[src/cqm_pkg.sv]
// Constants shared by both ends of the card maintenance and task queue link.
// Assumes a 100 MHz system clock on both ends and a host-made link clock.
package cqm_pkg;
  // Link frame: start bit, index, argument; answer: start bit, state, flags, data
  localparam int IDX_W   = 6;
  localparam int ARG_W   = 18;
  localparam int CMD_W   = IDX_W + ARG_W;
  localparam int RSP_W   = 14;
  localparam int ADDR_LSB = 8;
  localparam int ADDR_W  = 10;
  // Enhancement byte addresses
  localparam logic [9:0] EB_EVT_SUP   = 10'h001;
  localparam logic [9:0] EB_MAINT_SUP = 10'h002;
  localparam logic [9:0] EB_URGENCY   = 10'h003;
  localparam logic [9:0] EB_CACHE_SUP = 10'h004;
  localparam logic [9:0] EB_QUEUE     = 10'h006;
  localparam logic [9:0] EB_EVT_EN    = 10'h101;
  localparam logic [9:0] EB_MAINT_EN  = 10'h102;
  localparam logic [9:0] EB_POFF      = 10'h104;
  localparam logic [9:0] EB_CACHE_CTL = 10'h105;
  localparam logic [9:0] EB_QUEUE_CTL = 10'h106;
  // Field positions
  localparam int QC_EN_BIT   = 0;
  localparam int QC_SEQ_BIT  = 1;
  localparam int ME_CARD_BIT = 0;
  localparam int ME_SUST_BIT = 1;
  localparam int ME_HOST_BIT = 2;
  // Command indices and answer state codes
  localparam logic [5:0] C_RESET   = 6'h00;
  localparam logic [5:0] C_SWITCH  = 6'h06;
  localparam logic [5:0] C_STOP    = 6'h0C;
  localparam logic [5:0] C_STATUS  = 6'h0D;
  localparam logic [5:0] C_TUNE    = 6'h13;
  localparam logic [5:0] C_UADDR   = 6'h16;
  localparam logic [5:0] C_ESTART  = 6'h20;
  localparam logic [5:0] C_EEND    = 6'h21;
  localparam logic [5:0] C_ERASE   = 6'h26;
  localparam logic [5:0] C_QMGMT   = 6'h2B;
  localparam logic [5:0] C_TASKA   = 6'h2C;
  localparam logic [5:0] C_TASKB   = 6'h2D;
  localparam logic [5:0] C_EXRD    = 6'h2E;
  localparam logic [5:0] C_EXWR    = 6'h2F;
  localparam logic [5:0] C_XRD     = 6'h30;
  localparam logic [5:0] C_XWR     = 6'h31;
  localparam logic [5:0] C_XMRD    = 6'h3A;
  localparam logic [5:0] C_XMWR    = 6'h3B;
  localparam logic [3:0] ST_TRAN = 4'h4;
  localparam logic [3:0] ST_RDT  = 4'h5;
  localparam logic [3:0] ST_WDT  = 4'h6;
  localparam logic [3:0] ST_BSY  = 4'h7;
  // Timing
  localparam int  CLK_MHZ        = 100;
  localparam int  MAINT_LIMIT_MS = 1000;
  localparam longint MAINT_LIMIT_CYC = longint'(MAINT_LIMIT_MS) * 1000 * CLK_MHZ;
  localparam int  LINK_HALF_CYC  = 4;
  localparam int  RSP_TIMEOUT    = 64;
  // Host APB map
  localparam logic [7:0] A_CMD    = 8'h00;
  localparam logic [7:0] A_STATUS = 8'h04;
  localparam logic [7:0] A_RESP   = 8'h08;
  typedef enum logic [1:0] {Q_TRAN, Q_RDT, Q_WDT, Q_BSY} cqm_qstate_t;
endpackage : cqm_pkg

[src/cqm_link_if.sv]
// Link between host and card: clock, command line, answer line, event line.
// Assumes both ends share the system clock rate; the card treats all as async.
`timescale 1ns/1ps
interface cqm_link_if;
  logic linkClk;
  logic cmdLine;
  logic rspLine;
  logic eventLine;
  modport card (input linkClk, input cmdLine, output rspLine, output eventLine);
  modport host (output linkClk, output cmdLine, input rspLine, input eventLine);
endinterface : cqm_link_if

[src/cqm_card.sv]
// Card end: command decoder, enhancement bytes, maintenance and task queue control.
// Assumes the host makes linkClk and changes cmdLine on its falling edges.
//
// Local design decisions: the address map and the APB register port.
`timescale 1ns/1ps
module cqm_card #(
  parameter longint MAINT_CYCLES = cqm_pkg::MAINT_LIMIT_CYC,
  parameter int     QDEPTH       = 5'd16
) (
  // System
  input  wire logic       clk,
  input  wire logic       rst,
  // Link
  cqm_link_if.card        link,
  // Internal maintenance engine, operation done and queue mode outputs
  input  wire logic [1:0] maintUrgency,
  input  wire logic       maintWorkDone,
  input  wire logic       opDone,
  output logic            maintActive,
  output logic            queueOn,
  output logic            queueSeq,
  output logic            powerOffSafe
);
  logic [2:0] clkSync_reg, cmdSync_reg;
  logic       clkLvl_reg, cmdLvl_reg, edgeSeen;
  logic       rxBusy_reg, txBusy_reg, txArm_reg, pend44_reg, illegal_reg, seqErr_reg;
  logic [4:0] rxCnt_reg, txCnt_reg, seqAssign_reg, seqExec_reg;
  logic [cqm_pkg::CMD_W-1:0] rxSh_reg;
  logic [cqm_pkg::RSP_W:0]   txSh_reg;
  logic       decode_reg;
  logic [7:0] evtEn_reg, maintEn_reg, urgency_reg;
  logic       qEn_reg, qSeq_reg, cache_reg, poff_reg, hostRun_reg, cardRun_reg;
  logic [63:0] runCnt_reg;
  cqm_pkg::cqm_qstate_t qst_reg;
  localparam int ADW = cqm_pkg::ADDR_W;
  logic [5:0] idx;
  logic [ADW-1:0] addr;
  logic [4:0] tid;
  logic       legal, busIdle;
  logic [7:0] rdData;

  assign idx  = rxSh_reg[cqm_pkg::CMD_W-1 -: cqm_pkg::IDX_W];
  assign addr = rxSh_reg[cqm_pkg::ADDR_LSB +: ADW];
  assign tid  = rxSh_reg[4:0];
  assign busIdle = !rxBusy_reg && !txBusy_reg && !txArm_reg && !decode_reg;

  // Three-stage sampling; a level counts once stages two and three agree
  always_ff @(posedge clk) begin
    if (rst) begin
      clkSync_reg <= 3'h0;
      cmdSync_reg <= 3'h7;
      clkLvl_reg  <= 1'b0;
      cmdLvl_reg  <= 1'b1;
    end else begin
      clkSync_reg <= {clkSync_reg[1:0], link.linkClk};
      cmdSync_reg <= {cmdSync_reg[1:0], link.cmdLine};
      if (clkSync_reg[1] == clkSync_reg[2]) clkLvl_reg <= clkSync_reg[2];
      if (cmdSync_reg[1] == cmdSync_reg[2]) cmdLvl_reg <= cmdSync_reg[2];
    end
  end
  assign edgeSeen = (clkSync_reg[1] == clkSync_reg[2]) && clkSync_reg[2] && !clkLvl_reg;

  // Legality per queue mode
  function automatic logic cmdLegal(input logic [5:0] c, input logic qOn);
    logic qCmd;
    qCmd = (c >= cqm_pkg::C_QMGMT) && (c <= cqm_pkg::C_EXWR);
    if (!qOn) return !qCmd;
    case (c)
      cqm_pkg::C_RESET, cqm_pkg::C_STOP, cqm_pkg::C_STATUS, cqm_pkg::C_UADDR,
      cqm_pkg::C_ESTART, cqm_pkg::C_EEND, cqm_pkg::C_ERASE, cqm_pkg::C_XRD,
      cqm_pkg::C_XWR, cqm_pkg::C_XMRD, cqm_pkg::C_XMWR, cqm_pkg::C_SWITCH,
      cqm_pkg::C_TUNE: return 1'b1;
      default: return qCmd;
    endcase
  endfunction : cmdLegal

  // Sequence checks on top of the mode table
  always_comb begin
    legal = cmdLegal(idx, qEn_reg);
    if (qEn_reg && idx == cqm_pkg::C_TASKA && (tid >= QDEPTH[4:0] || (qSeq_reg && tid != seqAssign_reg)))
      legal = 1'b0;
    if (qEn_reg && idx == cqm_pkg::C_TASKB && !pend44_reg) legal = 1'b0;
    if (qEn_reg && qSeq_reg && (idx == cqm_pkg::C_EXRD || idx == cqm_pkg::C_EXWR)
        && (tid != seqExec_reg || tid >= seqAssign_reg))
      legal = 1'b0;
  end

  always_comb begin
    case (addr)
      cqm_pkg::EB_EVT_SUP:   rdData = 8'h01;
      cqm_pkg::EB_MAINT_SUP: rdData = 8'h03;
      cqm_pkg::EB_URGENCY:   rdData = urgency_reg;
      cqm_pkg::EB_CACHE_SUP: rdData = 8'h01;
      cqm_pkg::EB_QUEUE:     rdData = {3'h0, QDEPTH[4:0] - 5'h01};
      cqm_pkg::EB_EVT_EN:    rdData = evtEn_reg;
      cqm_pkg::EB_MAINT_EN:  rdData = maintEn_reg;
      cqm_pkg::EB_POFF:      rdData = {7'h00, poff_reg};
      cqm_pkg::EB_CACHE_CTL: rdData = {7'h00, cache_reg};
      cqm_pkg::EB_QUEUE_CTL: rdData = {6'h00, qSeq_reg, qEn_reg};
      default:               rdData = 8'h00;
    endcase
  end

  // Receive frames and send answers
  always_ff @(posedge clk) begin
    if (rst) begin
      rxBusy_reg <= 1'b0;
      rxCnt_reg  <= 5'h00;
      rxSh_reg   <= '0;
      decode_reg <= 1'b0;
      txBusy_reg <= 1'b0;
      txArm_reg  <= 1'b0;
      txCnt_reg  <= 5'h00;
      txSh_reg   <= '1;
    end else begin
      decode_reg <= 1'b0;
      if (edgeSeen && !rxBusy_reg && !txBusy_reg && !txArm_reg && !cmdLvl_reg) begin
        rxBusy_reg <= 1'b1;
        rxCnt_reg  <= 5'h00;
      end else if (edgeSeen && rxBusy_reg) begin
        rxSh_reg  <= {rxSh_reg[cqm_pkg::CMD_W-2:0], cmdLvl_reg};
        rxCnt_reg <= rxCnt_reg + 5'h01;
        if (rxCnt_reg == 5'(cqm_pkg::CMD_W - 1)) begin
          rxBusy_reg <= 1'b0;
          decode_reg <= 1'b1;
        end
      end
      if (decode_reg && legal) begin
        txArm_reg  <= 1'b1;
        txCnt_reg  <= 5'h00;
        txSh_reg   <= {1'b0, stateCode(), illegal_reg, seqErr_reg,
                       (idx == cqm_pkg::C_STATUS) ? {QDEPTH[4:0] - 5'h01, 3'h7} : rdData};
      end else if (edgeSeen && txArm_reg) begin
        // Start bit waits for a link edge so it stands a full link period
        txArm_reg  <= 1'b0;
        txBusy_reg <= 1'b1;
      end else if (edgeSeen && txBusy_reg) begin
        txSh_reg  <= {txSh_reg[cqm_pkg::RSP_W-1:0], 1'b1};
        txCnt_reg <= txCnt_reg + 5'h01;
        if (txCnt_reg == 5'(cqm_pkg::RSP_W)) txBusy_reg <= 1'b0;
      end
    end
  end

  function automatic logic [3:0] stateCode();
    if (!qEn_reg) return cqm_pkg::ST_TRAN;
    case (qst_reg)
      cqm_pkg::Q_RDT: return cqm_pkg::ST_RDT;
      cqm_pkg::Q_WDT: return cqm_pkg::ST_WDT;
      cqm_pkg::Q_BSY: return cqm_pkg::ST_BSY;
      default:        return cqm_pkg::ST_TRAN;
    endcase
  endfunction : stateCode

  // Illegal flag shows in the next answer; a new illegal command wins over the clear
  always_ff @(posedge clk) begin
    if (rst) illegal_reg <= 1'b0;
    else if (decode_reg) illegal_reg <= !legal;
  end

  // Enhancement byte writes and queue bookkeeping
  always_ff @(posedge clk) begin
    if (rst) begin
      evtEn_reg <= 8'h00;
      maintEn_reg <= 8'h00;
      cache_reg <= 1'b0;
      poff_reg <= 1'b0;
      qEn_reg <= 1'b0;
      qSeq_reg <= 1'b0;
      pend44_reg <= 1'b0;
      seqAssign_reg <= 5'h00;
      seqExec_reg <= 5'h00;
      seqErr_reg <= 1'b0;
      qst_reg <= cqm_pkg::Q_TRAN;
    end else begin
      if (opDone) qst_reg <= cqm_pkg::Q_TRAN;
      if (decode_reg) begin
        pend44_reg <= legal && qEn_reg && idx == cqm_pkg::C_TASKA;
        if (!legal && qEn_reg && qSeq_reg) seqErr_reg <= 1'b1;
        if (legal) begin
          case (idx)
            cqm_pkg::C_RESET: begin
              qEn_reg <= 1'b0;
              seqAssign_reg <= 5'h00;
              seqExec_reg <= 5'h00;
              qst_reg <= cqm_pkg::Q_TRAN;
            end
            cqm_pkg::C_XWR: begin
              qst_reg <= qEn_reg ? cqm_pkg::Q_WDT : cqm_pkg::Q_TRAN;
              case (addr)
                cqm_pkg::EB_EVT_EN:    evtEn_reg <= rxSh_reg[7:0];
                cqm_pkg::EB_MAINT_EN:  maintEn_reg <= rxSh_reg[7:0];
                cqm_pkg::EB_POFF:      poff_reg <= rxSh_reg[0];
                cqm_pkg::EB_CACHE_CTL: cache_reg <= rxSh_reg[0];
                cqm_pkg::EB_QUEUE_CTL: begin
                  qEn_reg  <= rxSh_reg[cqm_pkg::QC_EN_BIT];
                  qSeq_reg <= rxSh_reg[cqm_pkg::QC_SEQ_BIT];
                  seqAssign_reg <= 5'h00;
                  seqExec_reg <= 5'h00;
                  if (!rxSh_reg[cqm_pkg::QC_EN_BIT]) qst_reg <= cqm_pkg::Q_TRAN;
                end
                default: ;
              endcase
            end
            cqm_pkg::C_QMGMT: begin // Any abort empties the sequential tracker
              seqAssign_reg <= 5'h00;
              seqExec_reg <= 5'h00;
              seqErr_reg <= 1'b0;
              qst_reg <= cqm_pkg::Q_BSY;
            end
            cqm_pkg::C_TASKB: if (qSeq_reg) seqAssign_reg <= seqAssign_reg + 5'h01;
            cqm_pkg::C_EXRD, cqm_pkg::C_EXWR: begin // Priority bits are not looked at
              if (qSeq_reg) seqExec_reg <= seqExec_reg + 5'h01;
              qst_reg <= (idx == cqm_pkg::C_EXRD) ? cqm_pkg::Q_RDT : cqm_pkg::Q_WDT;
            end
            cqm_pkg::C_XRD, cqm_pkg::C_XMRD, cqm_pkg::C_TUNE:
              if (qEn_reg) qst_reg <= cqm_pkg::Q_RDT;
            cqm_pkg::C_XMWR: if (qEn_reg) qst_reg <= cqm_pkg::Q_WDT;
            cqm_pkg::C_ERASE: if (qEn_reg) qst_reg <= cqm_pkg::Q_BSY;
            cqm_pkg::C_STOP:
              qst_reg <= (qst_reg == cqm_pkg::Q_WDT) ? cqm_pkg::Q_BSY : cqm_pkg::Q_TRAN;
            default: ;
          endcase
        end
      end
    end
  end

  // Maintenance: card-initiated on idle bus, host-initiated for a bounded grant
  always_ff @(posedge clk) begin
    if (rst) begin
      urgency_reg <= 8'h00;
      cardRun_reg <= 1'b0;
      hostRun_reg <= 1'b0;
      runCnt_reg <= 64'h0000_0000_0000_0000;
      maintActive <= 1'b0;
      powerOffSafe <= 1'b0;
    end else begin
      if (maintUrgency != 2'h0) urgency_reg <= {6'h00, maintUrgency};
      else if (maintWorkDone) urgency_reg <= 8'h00;
      cardRun_reg <= maintEn_reg[cqm_pkg::ME_CARD_BIT] && maintEn_reg[cqm_pkg::ME_SUST_BIT]
                     && busIdle && !edgeSeen && !poff_reg && maintUrgency != 2'h0;
      if (decode_reg && legal && idx == cqm_pkg::C_XWR && addr == cqm_pkg::EB_MAINT_EN
          && rxSh_reg[cqm_pkg::ME_HOST_BIT] && urgency_reg != 8'h00) begin
        hostRun_reg <= 1'b1;
        runCnt_reg <= 64'(MAINT_CYCLES);
      end else if (decode_reg && legal && idx == cqm_pkg::C_XWR && addr == cqm_pkg::EB_POFF && rxSh_reg[0]) begin
        runCnt_reg <= 64'(MAINT_CYCLES);
      end else if (runCnt_reg != 64'h0000_0000_0000_0000) begin
        runCnt_reg <= runCnt_reg - 64'h0000_0000_0000_0001;
      end
      if (maintWorkDone || (hostRun_reg && runCnt_reg == 64'h0000_0000_0000_0001)) hostRun_reg <= 1'b0;
      // After power-off notice the grace count ends any activity
      if (poff_reg && runCnt_reg == 64'h0000_0000_0000_0000) hostRun_reg <= 1'b0;
      maintActive <= (cardRun_reg || hostRun_reg) && !(poff_reg && runCnt_reg == 64'h0000_0000_0000_0000);
      powerOffSafe <= poff_reg && (runCnt_reg == 64'h0000_0000_0000_0000 || !(cardRun_reg || hostRun_reg));
    end
  end

  always_ff @(posedge clk) begin
    if (rst) begin
      link.rspLine <= 1'b1;
      link.eventLine <= 1'b0;
      queueOn <= 1'b0;
      queueSeq <= 1'b0;
    end else begin
      link.rspLine <= txBusy_reg ? txSh_reg[cqm_pkg::RSP_W] : 1'b1;
      link.eventLine <= evtEn_reg[0] && urgency_reg != 8'h00;
      queueOn <= qEn_reg;
      queueSeq <= qSeq_reg;
    end
  end
endmodule : cqm_card

[src/flat_wrapper.sv]
// flat-port wrapper written by rule: the top's interface ports become plain ports
module cqm_card_flat 
#(
  parameter longint MAINT_CYCLES = cqm_pkg::MAINT_LIMIT_CYC,
  parameter int     QDEPTH       = 5'd16
)
  (clk, rst, maintUrgency, maintWorkDone, opDone, maintActive, queueOn, queueSeq, powerOffSafe, link_linkClk, link_cmdLine, link_rspLine, link_eventLine);
  cqm_link_if link_i ();
  input  wire logic clk;
  input  wire logic rst;
  input  wire logic [1:0] maintUrgency;
  input  wire logic maintWorkDone;
  input  wire logic opDone;
  output logic maintActive;
  output logic queueOn;
  output logic queueSeq;
  output logic powerOffSafe;
  input wire logic [$bits(link_i.linkClk)-1:0] link_linkClk;
  input wire logic [$bits(link_i.cmdLine)-1:0] link_cmdLine;
  output wire logic [$bits(link_i.rspLine)-1:0] link_rspLine;
  output wire logic [$bits(link_i.eventLine)-1:0] link_eventLine;
  assign link_i.linkClk = link_linkClk;
  assign link_i.cmdLine = link_cmdLine;
  assign link_rspLine = link_i.rspLine;
  assign link_eventLine = link_i.eventLine;
  cqm_card #(.MAINT_CYCLES(MAINT_CYCLES), .QDEPTH(QDEPTH)) u_core (.clk(clk), .rst(rst), .link(link_i), .maintUrgency(maintUrgency), .maintWorkDone(maintWorkDone), .opDone(opDone), .maintActive(maintActive), .queueOn(queueOn), .queueSeq(queueSeq), .powerOffSafe(powerOffSafe));
endmodule
[config.mk]
export PLATFORM = sky130hd
export DESIGN_NAME = cqm_card_flat
export DESIGN_NICKNAME = d
export VERILOG_FILES = /design/src/cqm_pkg.sv /design/src/cqm_link_if.sv /design/src/cqm_card.sv /design/src/flat_wrapper.sv
export SDC_FILE = /design/constraint.sdc
export NUM_CORES = 1
export LEC_CHECK = 0
export ABC_AREA = 1
export BUFFER_PORTS_ARGS = -buffer_cell sky130_fd_sc_hd__buf_2
export CORE_AREA = 10 10 200 202
export CTS_BUF_LIST = sky130_fd_sc_hd__clkbuf_8
export DETAILED_ROUTE_END_ITERATION = 10
export DIE_AREA = 0 0 210 212
export SLEW_MARGIN = 20
export SYNTH_ARGS = -nofsm -noshare
export SYNTH_HDL_FRONTEND = slang
export SYNTH_SLANG_ARGS = --single-unit
[constraint.sdc]
create_clock -name clk -period 2.46 [get_ports clk]
set_clock_uncertainty 0.2 [all_clocks]
set_input_delay 0.492 -clock clk [delete_from_list [all_inputs] [get_ports clk]]
set_output_delay 0.492 -clock clk [all_outputs]
set_load 0.005 [all_outputs]
# == Yosys cells after proc, flatten, opt, wreduce, memory -nomap -nowiden ==
# Cells that the tools add are included.
# totals
ff_bits,170
in_bits,8
out_inout_bits,6
word_cells,243
# op_classes
n_addsub,5
n_lt_le_gt_ge,4
n_eq_ne,41
mux,52
bitwise_logic,5
reduce_logical,101
# op_table
operator,count
2-to-1 mux 27 bit,3
"== test 6 bit, second input constant",12
case mux 8 bit (9 select lines),1
"== test 64 x 1 -> 1 bit, second input constant",1
logical NOT 64 bit,1
nonzero test 64 bit,1
"subtractor 64 x 1 -> 64 bit, second input constant",1
"== test 10 x 9 -> 1 bit, second input constant",5
2-to-1 mux 15 bit,3
logical AND 1 bit,42
case mux 5 bit (3 select lines),2
2-to-1 mux 2 bit,13
AND reduction 4 bit,6
2-to-1 mux 1 bit,21
"adder 5 x 1 -> 5 bit, second input constant",4
"== test 10 x 2 -> 1 bit, second input constant",2
"== test 10 x 3 -> 1 bit, second input constant",2
nonzero test 2 bit,9
case mux 2 bit (8 select lines),1
2-to-1 mux 5 bit,3
logical NOT 1 bit,13
OR reduction 13 bit,1
"== test 6 x 4 -> 1 bit, second input constant",2
"== test 6 x 5 -> 1 bit, second input constant",2
other kinds (28),57

# == Depth between registers and ports, before layout ==
# Gate-level depths: netlist of the first run.
# depth
word_depth,13
depth_mapped,18
ltp_nobuf,17

# == Worst setup path after synthesis of the first run ==
# OpenSTA, ideal clock, no wires.
# synth_timing
path_kind,register -> register
from,register u_core.rxSh_reg[0] in the netlist's numbering
to,register u_core.txSh_reg[8] in the netlist's numbering
t_arrival_ns,2.027
setup_slack_ns,0.096
path_stages_with_launch,18
path_cell_list,dfxtp_1 buf_2 inv_1 ha_1 nand3_1 o21ai_0 nand2_1 nand2_1 nand2_1 inv_1 nand2_1 nor2_2 nand2_2 nand2_1 inv_1 buf_2 nand2_1 nand4_1
# synth_between
elab_chain_len,10
word_cells_on_any_way,17
cone_classes,2 x order compare; 3 x eq/ne; 4 x mux; 8 x reduce/logical
# synth_lines
element,line,source
"start, declared",cqm_card.sv:28,logic [cqm_pkg::CMD_W-1:0] rxSh_reg;
"start signal, assigned",cqm_card.sv:121,"rxSh_reg <= {rxSh_reg[cqm_pkg::CMD_W-2:0], cmdLvl_reg};"
"parallel branches: the longest is 6 deep, another holds >= comparator 5 bit",n/a,
2-to-1 mux 1 bit (*),cqm_card.sv:83,if (qEn_reg && qSeq_reg && (idx == cqm_pkg::C_EXRD || idx == cqm_pkg::C_EXWR)
logical AND 1 bit (*),cqm_card.sv:128,if (decode_reg && legal) begin
!= test 2 bit (no source line) / nonzero test 2 bit (equally long branches),n/a,
AND reduction 2 bit (no source line),n/a,
"end signal, assigned",cqm_card.sv:131,"txSh_reg <= {1'b0, stateCode(), illegal_reg, seqErr_reg,"
"end signal, assigned",cqm_card.sv:138,"txSh_reg <= {txSh_reg[cqm_pkg::RSP_W-1:0], 1'b1};"
"end, declared",cqm_card.sv:29,logic [cqm_pkg::RSP_W:0] txSh_reg;
# Mark *: on every way between the ends.
# A chain may end at the register's enable or synchronous reset.

# == Worst setup path in the final report of the first run ==
# layout_timing
from,register u_core.rxSh_reg[0] in the netlist's numbering
to,register u_core.runCnt_reg[42]
# layout_between
elab_chain_len,13
word_cells_on_any_way,20
cone_classes,2 x order compare; 2 x eq/ne; 3 x mux; 13 x reduce/logical
# layout_lines
element,line,source
"parallel branches: the longest is 12 deep, another holds >= comparator 5 bit",n/a,
OR reduction 3 bit (no source line) (*),n/a,
"end signal, assigned",cqm_card.sv:246,runCnt_reg <= 64'(MAINT_CYCLES);
"end signal, assigned",cqm_card.sv:248,runCnt_reg <= 64'(MAINT_CYCLES);
"end signal, assigned",cqm_card.sv:250,runCnt_reg <= runCnt_reg - 64'h0000_0000_0000_0001;
"end, declared",cqm_card.sv:33,logic [63:0] runCnt_reg;
# Marked as above.

==> implementation parameters, run 1 <==
Parameter                              Value

Finish
  Area growth from synthesis to layout ... 24.5%
  Net count, final ... 1482
  Number of standard cells in the layout, taps in and fillers out ... 1942
  Largest register FFs ... 64
  Count of inserted antenna diode cells ... 0
  Fraction of layout cells with a size suffix above 1 ... 18.2%

Clocking
  Clock slew seen by the registers of the worst setup and hold paths ... 0.10 ns
  Total CTS buffers ... 17
  TritonCTS clock tree ... yes
  Clk buf depth ... 2
  Root buf cell ... clkbuf_8
  Clock latency on the worst-skew pair ... 0.48 ns
  Clock Sinks ... 170
  Depth of the CTS H-tree ... 4

Timing
  Relative slew margins ... 68.7%
  Setup repair after global routing missed its margin ... true
  Endpoints failing hold ... 0
  Final cycle utilization of the critical path ... 98.5%
  Post-route minimum period ... 2.42 ns
  Post-layout worst setup margin ... 0.0381 ns
  Total of endpoints with negative setup slack in the final report ... 0
  Number of max-slew violations in the final report ... 0
  Slew @ Worst Pin ... 0.468 ns
  Peak Freq ... 413 MHz

Setup path
  CP peak stage delay ... 0.35 ns
  Worst setup path category ... reg -> reg
  Arr. time, crit path ... 2.59 ns
  Reg-to-Reg Start ... u_core.rxSh_reg[0]
  CP most frequent cell ... nand2_1
  Last element of the critical path ... u_core.runCnt_reg[42]
  Worst setup EP type ... register
  Worst setup path start ... u_core.rxSh_reg[0]
  Worst setup slack for register-to-register paths ... 0.04 ns
  Element type at the critical path start ... register
  Worst-path maximum fanout ... 7
  List of cells traversed by the critical path ... inv_2, ha_4, nand3_2, o21ai_2, nand2_1, nand2_1, nand2_1, inv_2, nand3_4, nor2_4, nand4_1, nand3_4, clkbuf_16, nor2_1
  Required time of the critical path ... 2.63 ns
  Slowest CP cell ... dfxtp_2
  Capture point of the worst reg-to-reg path ... u_core.runCnt_reg[42]
  Cells on worst reg2reg path ... 14

Synth
  Fraction of the mapped netlist area in simple logic gates ... 39.2%
  Leading register cell type out of synthesis ... dfxtp_1
  Dominant combinational cell family by area after synthesis ... simple AND/OR/NAND/NOR gates
  FF+latch count, synth ... 170
  Number of flops mapped to enable cells by yosys ... 0
  Synthesis warning total ... 0
  Count of different cell masters after synthesis ... 41
  Area contributors post-synth ... dfxtp_1, nand2_1, nor2_1
  Post-synthesis xor/xnor area fraction ... 5.11%
  Avg Cell Area, Syn ... 6.58 um2
  Area fraction in compound gates after synthesis ... 7.75%
  Cell count after synthesis ... 1355
  Post-synthesis sequential area ratio ... 38.2%
  Netlist Area Pre-Place ... 0.00892 mm2
  Adder-cell share of the synthesized area ... 1.82%
  Syn_nets ... 1376
  Area share of the largest cell type after synthesis ... 38.2%
  Share of flip-flops with an asynchronous set or reset after synthesis ... 0%
  Mux share of post-synthesis cell area ... 0%
  Cell accounting for the most synthesized area ... dfxtp_1

Floorplanning
  Vertical die dimension ... 212 um
  I/O pin cnt ... 14
  Die Outline Area ... 0.0445 mm2
  Cell Rows ... 70
  Starting density of the core ... 24.7%
  Die width ... 210 um
  CORE AREA ... 0.0361 mm2

Global route
  Most used routing layer ... met2
  GRT overflow ... 0
  Vias in the first global route ... 8441
  Overall routing resource usage ... 11.6%
  Global Route met1 Usage ... 14.8%
  Global routing met2 resource utilization ... 19.7%
  First-pass GRT wire length ... 42700 um
  Number of antenna violations at the first check in global routing ... 0
  Pin count of the biggest net entering global routing ... 60
  Global-route track usage on met3 ... 2.35%

Power
  Part of the total power dissipated in combinational logic ... 60.6%
  Internal portion of total power ... 7.56 mW
  Fraction of power consumed by the clock network ... 14.5%
  Peak supply drop ... 0.000833 V
  Power after layout ... 14.5 mW
  Portion of total power attributed to sequential cells ... 24.9%
  Switching fraction of total power ... 47.8%
  Power density relative to cell area ... 1300 mW/mm2
  Net switching power ... 6.91 mW
  Leakage power total ... 5.02 nW

Route
  Number of design rule violations left after detail routing ... 0
  Routed WL ... 26500 um
  Vias/cell ... 4.58
  Detailed-route wire length per cell ... 13.6 um
  Drt first pass iters ... 5
  Final antenna-violating net count ... 0
  Detailed Route Iter0 Violations ... 631
  Via count ... 8901

Place
  Pre-CTS setup slack ... -0.0782 ns
  Half-perimeter wire length of the detailed placement result ... 19300 um
  Cell Count Post-Placement ... 1895
  GPL Wtd Cong ... 0.914
  Total of buffers placed on input and output ports ... 13

Min path
  Classification of the worst-slack hold path ... in -> reg

Job
  Maxcap violations ... 0

Run status
  Outcome ... finished clean
[cells in the final DEF, fill, tap and decap left out, types with 6 or more instances in the layout]
| cell type | synthesis | layout |
|---|---|---|
| nand2_1 | 333 | 320 |
| nor2_1 | 271 | 241 |
| dfxtp_1 | 170 | 155 |
| inv_1 | 135 | 124 |
| nand3_1 | 104 | 101 |
| buf_4 | 0 | 94 |
| a21oi_1 | 74 | 73 |
| o21ai_0 | 47 | 45 |
| nand4_1 | 36 | 36 |
| xor2_1 | 37 | 36 |
| nor2_2 | 5 | 26 |
| clkbuf_8 | 0 | 18 |
| nor3_1 | 19 | 16 |
| xnor2_1 | 15 | 15 |
| or2_2 | 13 | 13 |
| buf_2 | 6 | 13 |
| nand2_2 | 2 | 12 |
| dfxtp_2 | 0 | 12 |
| inv_2 | 1 | 11 |
| nor4_1 | 11 | 11 |
| nor2_4 | 1 | 10 |
| nand3b_1 | 8 | 8 |
| ha_1 | 13 | 7 |
| inv_6 | 0 | 6 |
| buf_12 | 0 | 6 |
[cells by family (layout without fill, tap and decap cells)]
logic type	after synthesis	count (layout)
flip-flops	170	170
AND/OR/NAND/NOR	814	814
adder cells (fa/ha/maj)	13	13
AO/OA/AOI/OAI	133	133
buffers and inverters	173	292
XOR/XNOR	52	52
[through the flow]
step / area (um2) / setup TNS [ns] / hold slack [ns] / utilization [%]
after floorplan: 8920 / 0 / 0.188 / -
after global placement: 10100 / -0.173 / 0.198 / 28.1
after detailed placement: 10100 / -1.14 / 0.204 / 28.1
after CTS: 10600 / 0 / 0.0358 / 29.4
after global routing: 11100 / -2.18 / 0.0119 / 30.8
final: 11100 / 0 / 0.0359 / 30.8
[power by group through the flow]
stage                     clock network [mW]  logic [mW]  registers, mW
after detailed placement                   0        4.69           3.27
after CTS                               2.16        8.41           3.60
after floorplan                            0        5.65           3.55
after global placement                     0        8.01           3.63
final                                   2.10        8.77           3.60
after global routing                    2.27        9.80           3.67
[critical path, delay by kind of cell, from the launching register on]
kind            cells  cell delay, ns
compound gates      1            0.14
fa+ha+maj           1            0.27
buf+inv             3            0.34
flops               1            0.35
simple gates        9            1.00
[worst min-delay path by stage]
stage	startpoint	endpoint	slack, ns	cells past startpoint
2_1_floorplan	u_core.clkSync_reg[0]	u_core.clkSync_reg[1]	0.19	2
3_3_place_gp	u_core.clkSync_reg[0]	u_core.clkSync_reg[1]	0.20	2
3_5_place_dp	u_core.clkSync_reg[0]	u_core.clkSync_reg[1]	0.20	2
4_1_cts	link_cmdLine	u_core.cmdSync_reg[0]	0.04	2
5_1_grt	link_cmdLine	u_core.cmdSync_reg[0]	0.01	2
6_report	link_cmdLine	u_core.cmdSync_reg[0]	0.04	2
[area by class of cell]
type	count	area [um2]
Clock buffer	18	248
Clock inverter	14	155
Fill cell	3954	25000
Inverter	137	518
Multi-Input combinational cell	1012	5120
Sequential cell	170	3430
Tap cell	468	586
Timing Repair Buffer	122	1040
Timing Repair inverter	1	7.51
[cell usage after synthesis (2+ instances only)]
| cell type | n |
|---|---|
| a31oi_1 | 2 |
| inv_1 | 135 |
| nor2_1 | 271 |
| buf_6 | 7 |
| ha_1 | 13 |
| nor3_1 | 19 |
| nor2_2 | 5 |
| xor2_1 | 37 |
| nand3_1 | 104 |
| nand4_1 | 36 |
| nor3_2 | 2 |
| nor4_1 | 11 |
| nand3b_1 | 8 |
| o21ai_0 | 47 |
| nor3b_1 | 2 |
| xnor2_1 | 15 |
| clkbuf_1 | 23 |
| o211ai_1 | 2 |
| or2_2 | 13 |
| dfxtp_1 | 170 |
| nand2_1 | 333 |
| nand2_2 | 2 |
| buf_2 | 6 |
| a21oi_1 | 74 |
| nand3_2 | 2 |
[repair_timing]
| action | 4_1_cts | 5_1_grt |
|---|---|---|
| gates cloned | 1 | 5 |
| pin swaps | 2 | 21 |
| gates resized for setup | 9 | 102 |
| hold endpoints to repair | 1 | 0 |
| hold buffers | 1 | 0 |
| setup endpoints to repair | 57 | 116 |
| buffers inserted | 0 | 8 |
[routing by layer]
metal | part of all wire, % | up-vias
met5 | 0 | -
met4 | 1.8 | 0
met3 | 4.4 | 44
met2 | 48 | 180
met1 | 46 | 4125
li1 | - | 4552
No activity file was read; power rests on OpenSTA's default activity.
==> run 2, diff against run 1 <==
--- a/config.mk
+++ b/config.mk
@@ -11,6 +11,7 @@
 export CTS_BUF_LIST = sky130_fd_sc_hd__clkbuf_8
 export DETAILED_ROUTE_END_ITERATION = 10
 export DIE_AREA = 0 0 210 212
+export RECOVER_POWER = 25
 export SLEW_MARGIN = 20
 export SYNTH_ARGS = -nofsm -noshare
 export SYNTH_HDL_FRONTEND = slang
==> implementation parameters, run 2 (synthesis gave the netlist of run 1 again) <==
Parameter                              Value

Route
  Detailed Route Iter0 Violations ... 611
  Via count ... 8875
  Vias/cell ... 4.57
  Detailed-route wire length per cell ... 13.7 um
  Routed WL ... 26600 um
  Drt first pass iters ... 5
  Final antenna-violating net count ... 0
  Number of design rule violations left after detail routing ... 0

Setup path
  Arr. time, crit path ... 2.59 ns
  Worst setup path category ... reg -> reg
  Required time of the critical path ... 2.63 ns
  Worst setup EP type ... register
  Element type at the critical path start ... register
  Worst-path maximum fanout ... 7

Power
  Leakage power total ... 4.99 nW
  Portion of total power attributed to sequential cells ... 24.9%
  Part of the total power dissipated in combinational logic ... 60.6%
  Fraction of power consumed by the clock network ... 14.5%
  Peak supply drop ... 0.000834 V
  Net switching power ... 6.93 mW
  Switching fraction of total power ... 47.8%
  Internal portion of total power ... 7.56 mW
  Power density relative to cell area ... 1310 mW/mm2

Place
  Half-perimeter wire length of the detailed placement result ... 19300 um
  Total of buffers placed on input and output ports ... 13
  Cell Count Post-Placement ... 1895
  GPL Wtd Cong ... 0.914
  Pre-CTS setup slack ... -0.0782 ns

Timing
  Final cycle utilization of the critical path ... 98.1%
  Total of endpoints with negative setup slack in the final report ... 0
  Number of max-slew violations in the final report ... 0
  Setup TNS ... 0 ns
  Post-route minimum period ... 2.41 ns
  Setup repair after global routing missed its margin ... true
  Slew @ Worst Pin ... 1.38 ns
  Peak Freq ... 414 MHz
  Relative slew margins ... 7.70%
  Endpoints failing hold ... 0
  Post-layout worst setup margin ... 0.0458 ns

Job
  Maxcap violations ... 0

Global route
  Overall routing resource usage ... 11.6%
  Vias in the first global route ... 8441
  Number of antenna violations at the first check in global routing ... 0
  GRT overflow ... 0
  First-pass GRT wire length ... 42700 um
  Pin count of the biggest net entering global routing ... 60

Finish
  Area growth from synthesis to layout ... 24.2%
  Most frequent standard cell in the layout excluding fill and tap cells ... nand2_1
  Count of inserted antenna diode cells ... 0
  Commonest cells after routing, fill and taps aside ... nand2_1, nor2_1, dfxtp_1
  Largest register FFs ... 64
  Number of standard cells in the layout, taps in and fillers out ... 1942
  Net count, final ... 1482
  Fraction of layout cells with a size suffix above 1 ... 17.7%

Min path
  Classification of the worst-slack hold path ... in -> reg

Clocking
  Depth of the CTS H-tree ... 4
  Clock Sinks ... 170
  Total CTS buffers ... 17
  Root buf cell ... clkbuf_8
  Clk buf depth ... 2
  Clock slew seen by the registers of the worst setup and hold paths ... 0.10 ns
  TritonCTS clock tree ... yes
  Clock latency on the worst-skew pair ... 0.48 ns

Floorplanning
  Die width ... 210 um
  Vertical die dimension ... 212 um
  Die Outline Area ... 0.0445 mm2
  CORE AREA ... 0.0361 mm2
  Cell Rows ... 70
  Starting density of the core ... 24.7%
  I/O pin cnt ... 14

Run status
  Outcome ... finished clean
run 2: changes by cell type in the layout (fill, tap and decap cells not counted), sizes merged:
cell and delta:
buf -8, clkbuf +8
run 2: critical path: stages, from the launching register on:
cell and delay [ns]:
dfxtp_2 0.35, inv_2 0.05, ha_4 0.27, nand3_2 0.07, o21ai_2 0.14, nand2_1 0.07
nand2_1 0.05, nand2_1 0.05, inv_2 0.08, nand3_4 0.10, nor2_4 0.11, nand4_1 0.20
nand3_4 0.30, clkbuf_16 0.21, nor2_1 0.04
run 2: cell type report:
class / instances / area, um2
clock buffers: 18 / 248
clock inverters: 14 / 155
fillers: 3958 / 25000
inverters: 137 / 518
multi-input cells: 1012 / 5120
flip-flops and latches: 170 / 3430
well taps: 468 / 586
repair buffers: 122 / 1010
repair inverters: 1 / 7.51
run 2: metal layers:
| layer | GRT usage, % | vias to the layer above | wire length [um] |
|---|---|---|---|
| li1 | - | 4553 | - |
| met1 | 14.8 | 4120 | 12400 |
| met2 | 19.7 | 161 | 12800 |
| met3 | 2.35 | 41 | 1010 |
| met4 | 2.90 | 0 | 415 |
| met5 | 0 | - | 0 |
run 2: path summary, 6_finish.rpt:
check	from	endpoint	slack (ns)	depth (start not counted)
setup / recovery	u_core.rxSh_reg[0]	u_core.runCnt_reg[42]	0.05	14
hold / removal	link_cmdLine	u_core.cmdSync_reg[0]	0.03	2
setup reg to reg	u_core.rxSh_reg[0]	u_core.runCnt_reg[42]	0.05	14
hold reg to reg	u_core.clkSync_reg[0]	u_core.clkSync_reg[1]	0.21	2
run 2: through the flow:
| step | utilization [%] | instance area [um2] | hold WS, ns | power, mW |
|---|---|---|---|---|
| 2_1_floorplan | - | 8920 | 0.188 | 9.19 |
| 3_3_place_gp | 28.1 | 10100 | 0.198 | 11.6 |
| 3_5_place_dp | 28.1 | 10100 | 0.204 | 7.96 |
| 4_1_cts | 29.4 | 10600 | 0.0358 | 14.2 |
| 5_1_grt | 30.7 | 11100 | 0.0119 | 15.7 |
| 6_report | 30.7 | 11100 | 0.0346 | 14.5 |
run 2: timing repair:
| action | CTS | global route |
|---|---|---|
| pin swaps | 2 | 21 |
| hold buffers | 1 | 0 |
| resized for setup | 9 | 102 |
| hold endpoints to repair | 1 | 0 |
| setup endpoints to repair | 57 | 116 |
| gates cloned | 1 | 5 |
| buffers inserted | 0 | 8 |
run 2: power by group through the flow:
stage	Combinational [mW]	Sequential, mW	Clock, mW
finish	8.78	3.60	2.10
CTS	8.41	3.60	2.16
global placement	8.01	3.63	0
global route	9.80	3.67	2.27
floorplan	5.65	3.55	0
detailed placement	4.69	3.27	0
==> run 3, diff against run 2 <==
--- a/config.mk
+++ b/config.mk
@@ -7,10 +7,10 @@
 export LEC_CHECK = 0
 export ABC_AREA = 1
 export BUFFER_PORTS_ARGS = -buffer_cell sky130_fd_sc_hd__buf_2
-export CORE_AREA = 10 10 200 202
+export CORE_AREA = 10 10 171 237
 export CTS_BUF_LIST = sky130_fd_sc_hd__clkbuf_8
 export DETAILED_ROUTE_END_ITERATION = 10
-export DIE_AREA = 0 0 210 212
+export DIE_AREA = 0 0 181 247
 export RECOVER_POWER = 25
 export SLEW_MARGIN = 20
 export SYNTH_ARGS = -nofsm -noshare
==> constraint.sdc (replaced) <==
create_clock -name clk -period 2.6 [get_ports clk]
set_clock_uncertainty 0.2 [all_clocks]
set_input_delay 0.52 -clock clk [delete_from_list [all_inputs] [get_ports clk]]
set_output_delay 0.52 -clock clk [all_outputs]
set_load 0.005 [all_outputs]
==> implementation parameters, run 3 (synthesis gave the netlist of run 1 again) <==
Parameter                              Value

Setup path
  Worst setup EP type ... register
  Reg-to-Reg Start ... u_core.seqAssign_reg[0]
  Capture point of the worst reg-to-reg path ... u_core.runCnt_reg[10]
  Worst setup path start ... u_core.seqAssign_reg[0]
  Cells on worst reg2reg path ... 14
  Worst setup slack for register-to-register paths ... 0.14 ns
  Arr. time, crit path ... 2.62 ns
  Worst setup path category ... reg -> reg
  Element type at the critical path start ... register
  Last element of the critical path ... u_core.runCnt_reg[10]
  Worst-path maximum fanout ... 7
  Required time of the critical path ... 2.76 ns

Route
  Routed WL ... 26100 um
  Detailed Route Iter0 Violations ... 512
  Number of design rule violations left after detail routing ... 0
  Vias/cell ... 4.60
  Detailed-route wire length per cell ... 13.8 um
  Final antenna-violating net count ... 0
  Drt first pass iters ... 5
  Via count ... 8721

Floorplanning
  I/O pin cnt ... 14
  Die width ... 181 um
  Cell Rows ... 83
  Starting density of the core ... 24.6%
  Die Outline Area ... 0.0447 mm2
  Vertical die dimension ... 247 um
  CORE AREA ... 0.0362 mm2

Clocking
  Depth of the CTS H-tree ... 4
  Total CTS buffers ... 17
  Clk buf depth ... 2
  Clock latency on the worst-skew pair ... 0.47 ns
  TritonCTS clock tree ... yes
  Root buf cell ... clkbuf_8
  Clock slew seen by the registers of the worst setup and hold paths ... 0.09 ns
  Clock Sinks ... 170

Place
  Half-perimeter wire length of the detailed placement result ... 19700 um
  GPL Wtd Cong ... 0.939
  Total of buffers placed on input and output ports ... 13

Timing
  Post-route minimum period ... 2.46 ns
  Peak Freq ... 407 MHz
  Relative slew margins ... 11.9%
  Number of max-slew violations in the final report ... 0
  Slew @ Worst Pin ... 1.32 ns
  Worst slack on hold paths ... 0.0266 ns
  Endpoints failing hold ... 0
  Total of endpoints with negative setup slack in the final report ... 0
  Setup TNS ... 0 ns
  Final cycle utilization of the critical path ... 94.5%

Global route
  First-pass GRT wire length ... 41800 um
  Number of antenna violations at the first check in global routing ... 0
  Vias in the first global route ... 8530
  Overall routing resource usage ... 11.3%
  Pin count of the biggest net entering global routing ... 60
  GRT overflow ... 0

Finish
  Count of inserted antenna diode cells ... 0
  Most frequent standard cell in the layout excluding fill and tap cells ... nand2_1
  Net count, final ... 1438
  Commonest cells after routing, fill and taps aside ... nand2_1, nor2_1, dfxtp_1
  Filler cell count ... 3949
  Largest register FFs ... 64
  Core occupancy in the finished layout ... 29.1%
  Sequential cell area ... 0.00341 mm2
  Fraction of layout cells with a size suffix above 1 ... 11.8%
  Area growth from synthesis to layout ... 18.1%
  Total area of multi-input combinational cells ... 0.00493 mm2

Power
  Power density relative to cell area ... 1250 mW/mm2
  Peak supply drop ... 0.000725 V
  Leakage power total ... 4.76 nW

Job
  Maxcap violations ... 0

Run status
  Outcome ... finished clean

Min path
  Classification of the worst-slack hold path ... in -> reg
-- run 3: cell types whose count changed in the layout (fill, tap and decap cells not counted), sizes merged --
| cell | before | now |
|---|---|---|
| inv | 142 | 137 |
| buf | 110 | 64 |
| dlygate4sd3 | 1 | 0 |
| bufinv | 2 | 3 |
| clkbuf | 29 | 35 |
| clkinv | 5 | 6 |
-- run 3: worst min-delay path by stage --
stage / endpoint / cells past startpoint / from
floorplan: u_core.clkSync_reg[1] / 2 / u_core.clkSync_reg[0]
global placement: u_core.cmdSync_reg[1] / 1 / u_core.cmdSync_reg[0]
detailed placement: u_core.cmdSync_reg[1] / 1 / u_core.cmdSync_reg[0]
CTS: u_core.cmdSync_reg[0] / 2 / link_cmdLine
global route: u_core.cmdSync_reg[0] / 2 / link_cmdLine
finish: u_core.cmdSync_reg[0] / 2 / link_cmdLine
-- run 3: critical path: stages (launching register included) --
cell       delay (ns)
dfxtp_1          0.46
ha_4             0.24
inv_1            0.05
nand2_1          0.04
nand2_1          0.05
nand2_1          0.05
nand2_1          0.06
nand4_1          0.09
nand2_1          0.11
nand3_2          0.12
nor2_4           0.19
nand4_1          0.17
nand3_4          0.25
clkbuf_16        0.22
nor2_1           0.05
-- run 3: what timing repair did --
action	in CTS	in global routing
setup buffers	0	6
resized for setup	0	48
hold buffers	0	0
endpoints found under the setup margin	0	105
-- run 3: where the power goes --
| part | leakage [nW] | switching [mW] | internal, mW | total (mW) |
|---|---|---|---|---|
| sequential | 1.38 | 0.393 | 3.03 | 3.42 |
| combinational | 3.15 | 4.95 | 2.77 | 7.71 |
| clock | 0.223 | 0.990 | 1.05 | 2.04 |
-- run 3: routing by layer --
metal / vias up / routed length, um / track usage [%]
met5: - / 0 / 0
met4: 0 / 860 / 4.44
met3: 44 / 785 / 1.80
met2: 173 / 13600 / 21.3
met1: 4038 / 10900 / 12.2
li1: 4466 / - / -
-- run 3: through the flow --
step	std cells	area, um2	power (mW)	worst slack, ns
global route	1897	10500	14.4	-0.0153
CTS	1885	10200	14.2	0.0134
detailed placement	1853	9810	12.1	0.0347
finish	1897	10500	13.2	0.143
global placement	1853	9810	11.6	0.0265
floorplan	1355	8920	8.70	0.236
-- run 3: final cells by class --
cell class              count  area share (%)
repair inverters            1          0.0713
repair buffers             78            6.17
well taps                 467            5.55
clock buffers              21            2.74
multi-input cells        1012            46.8
clock inverters            11            1.35
flip-flops and latches    170            32.4
inverters                 137            4.92
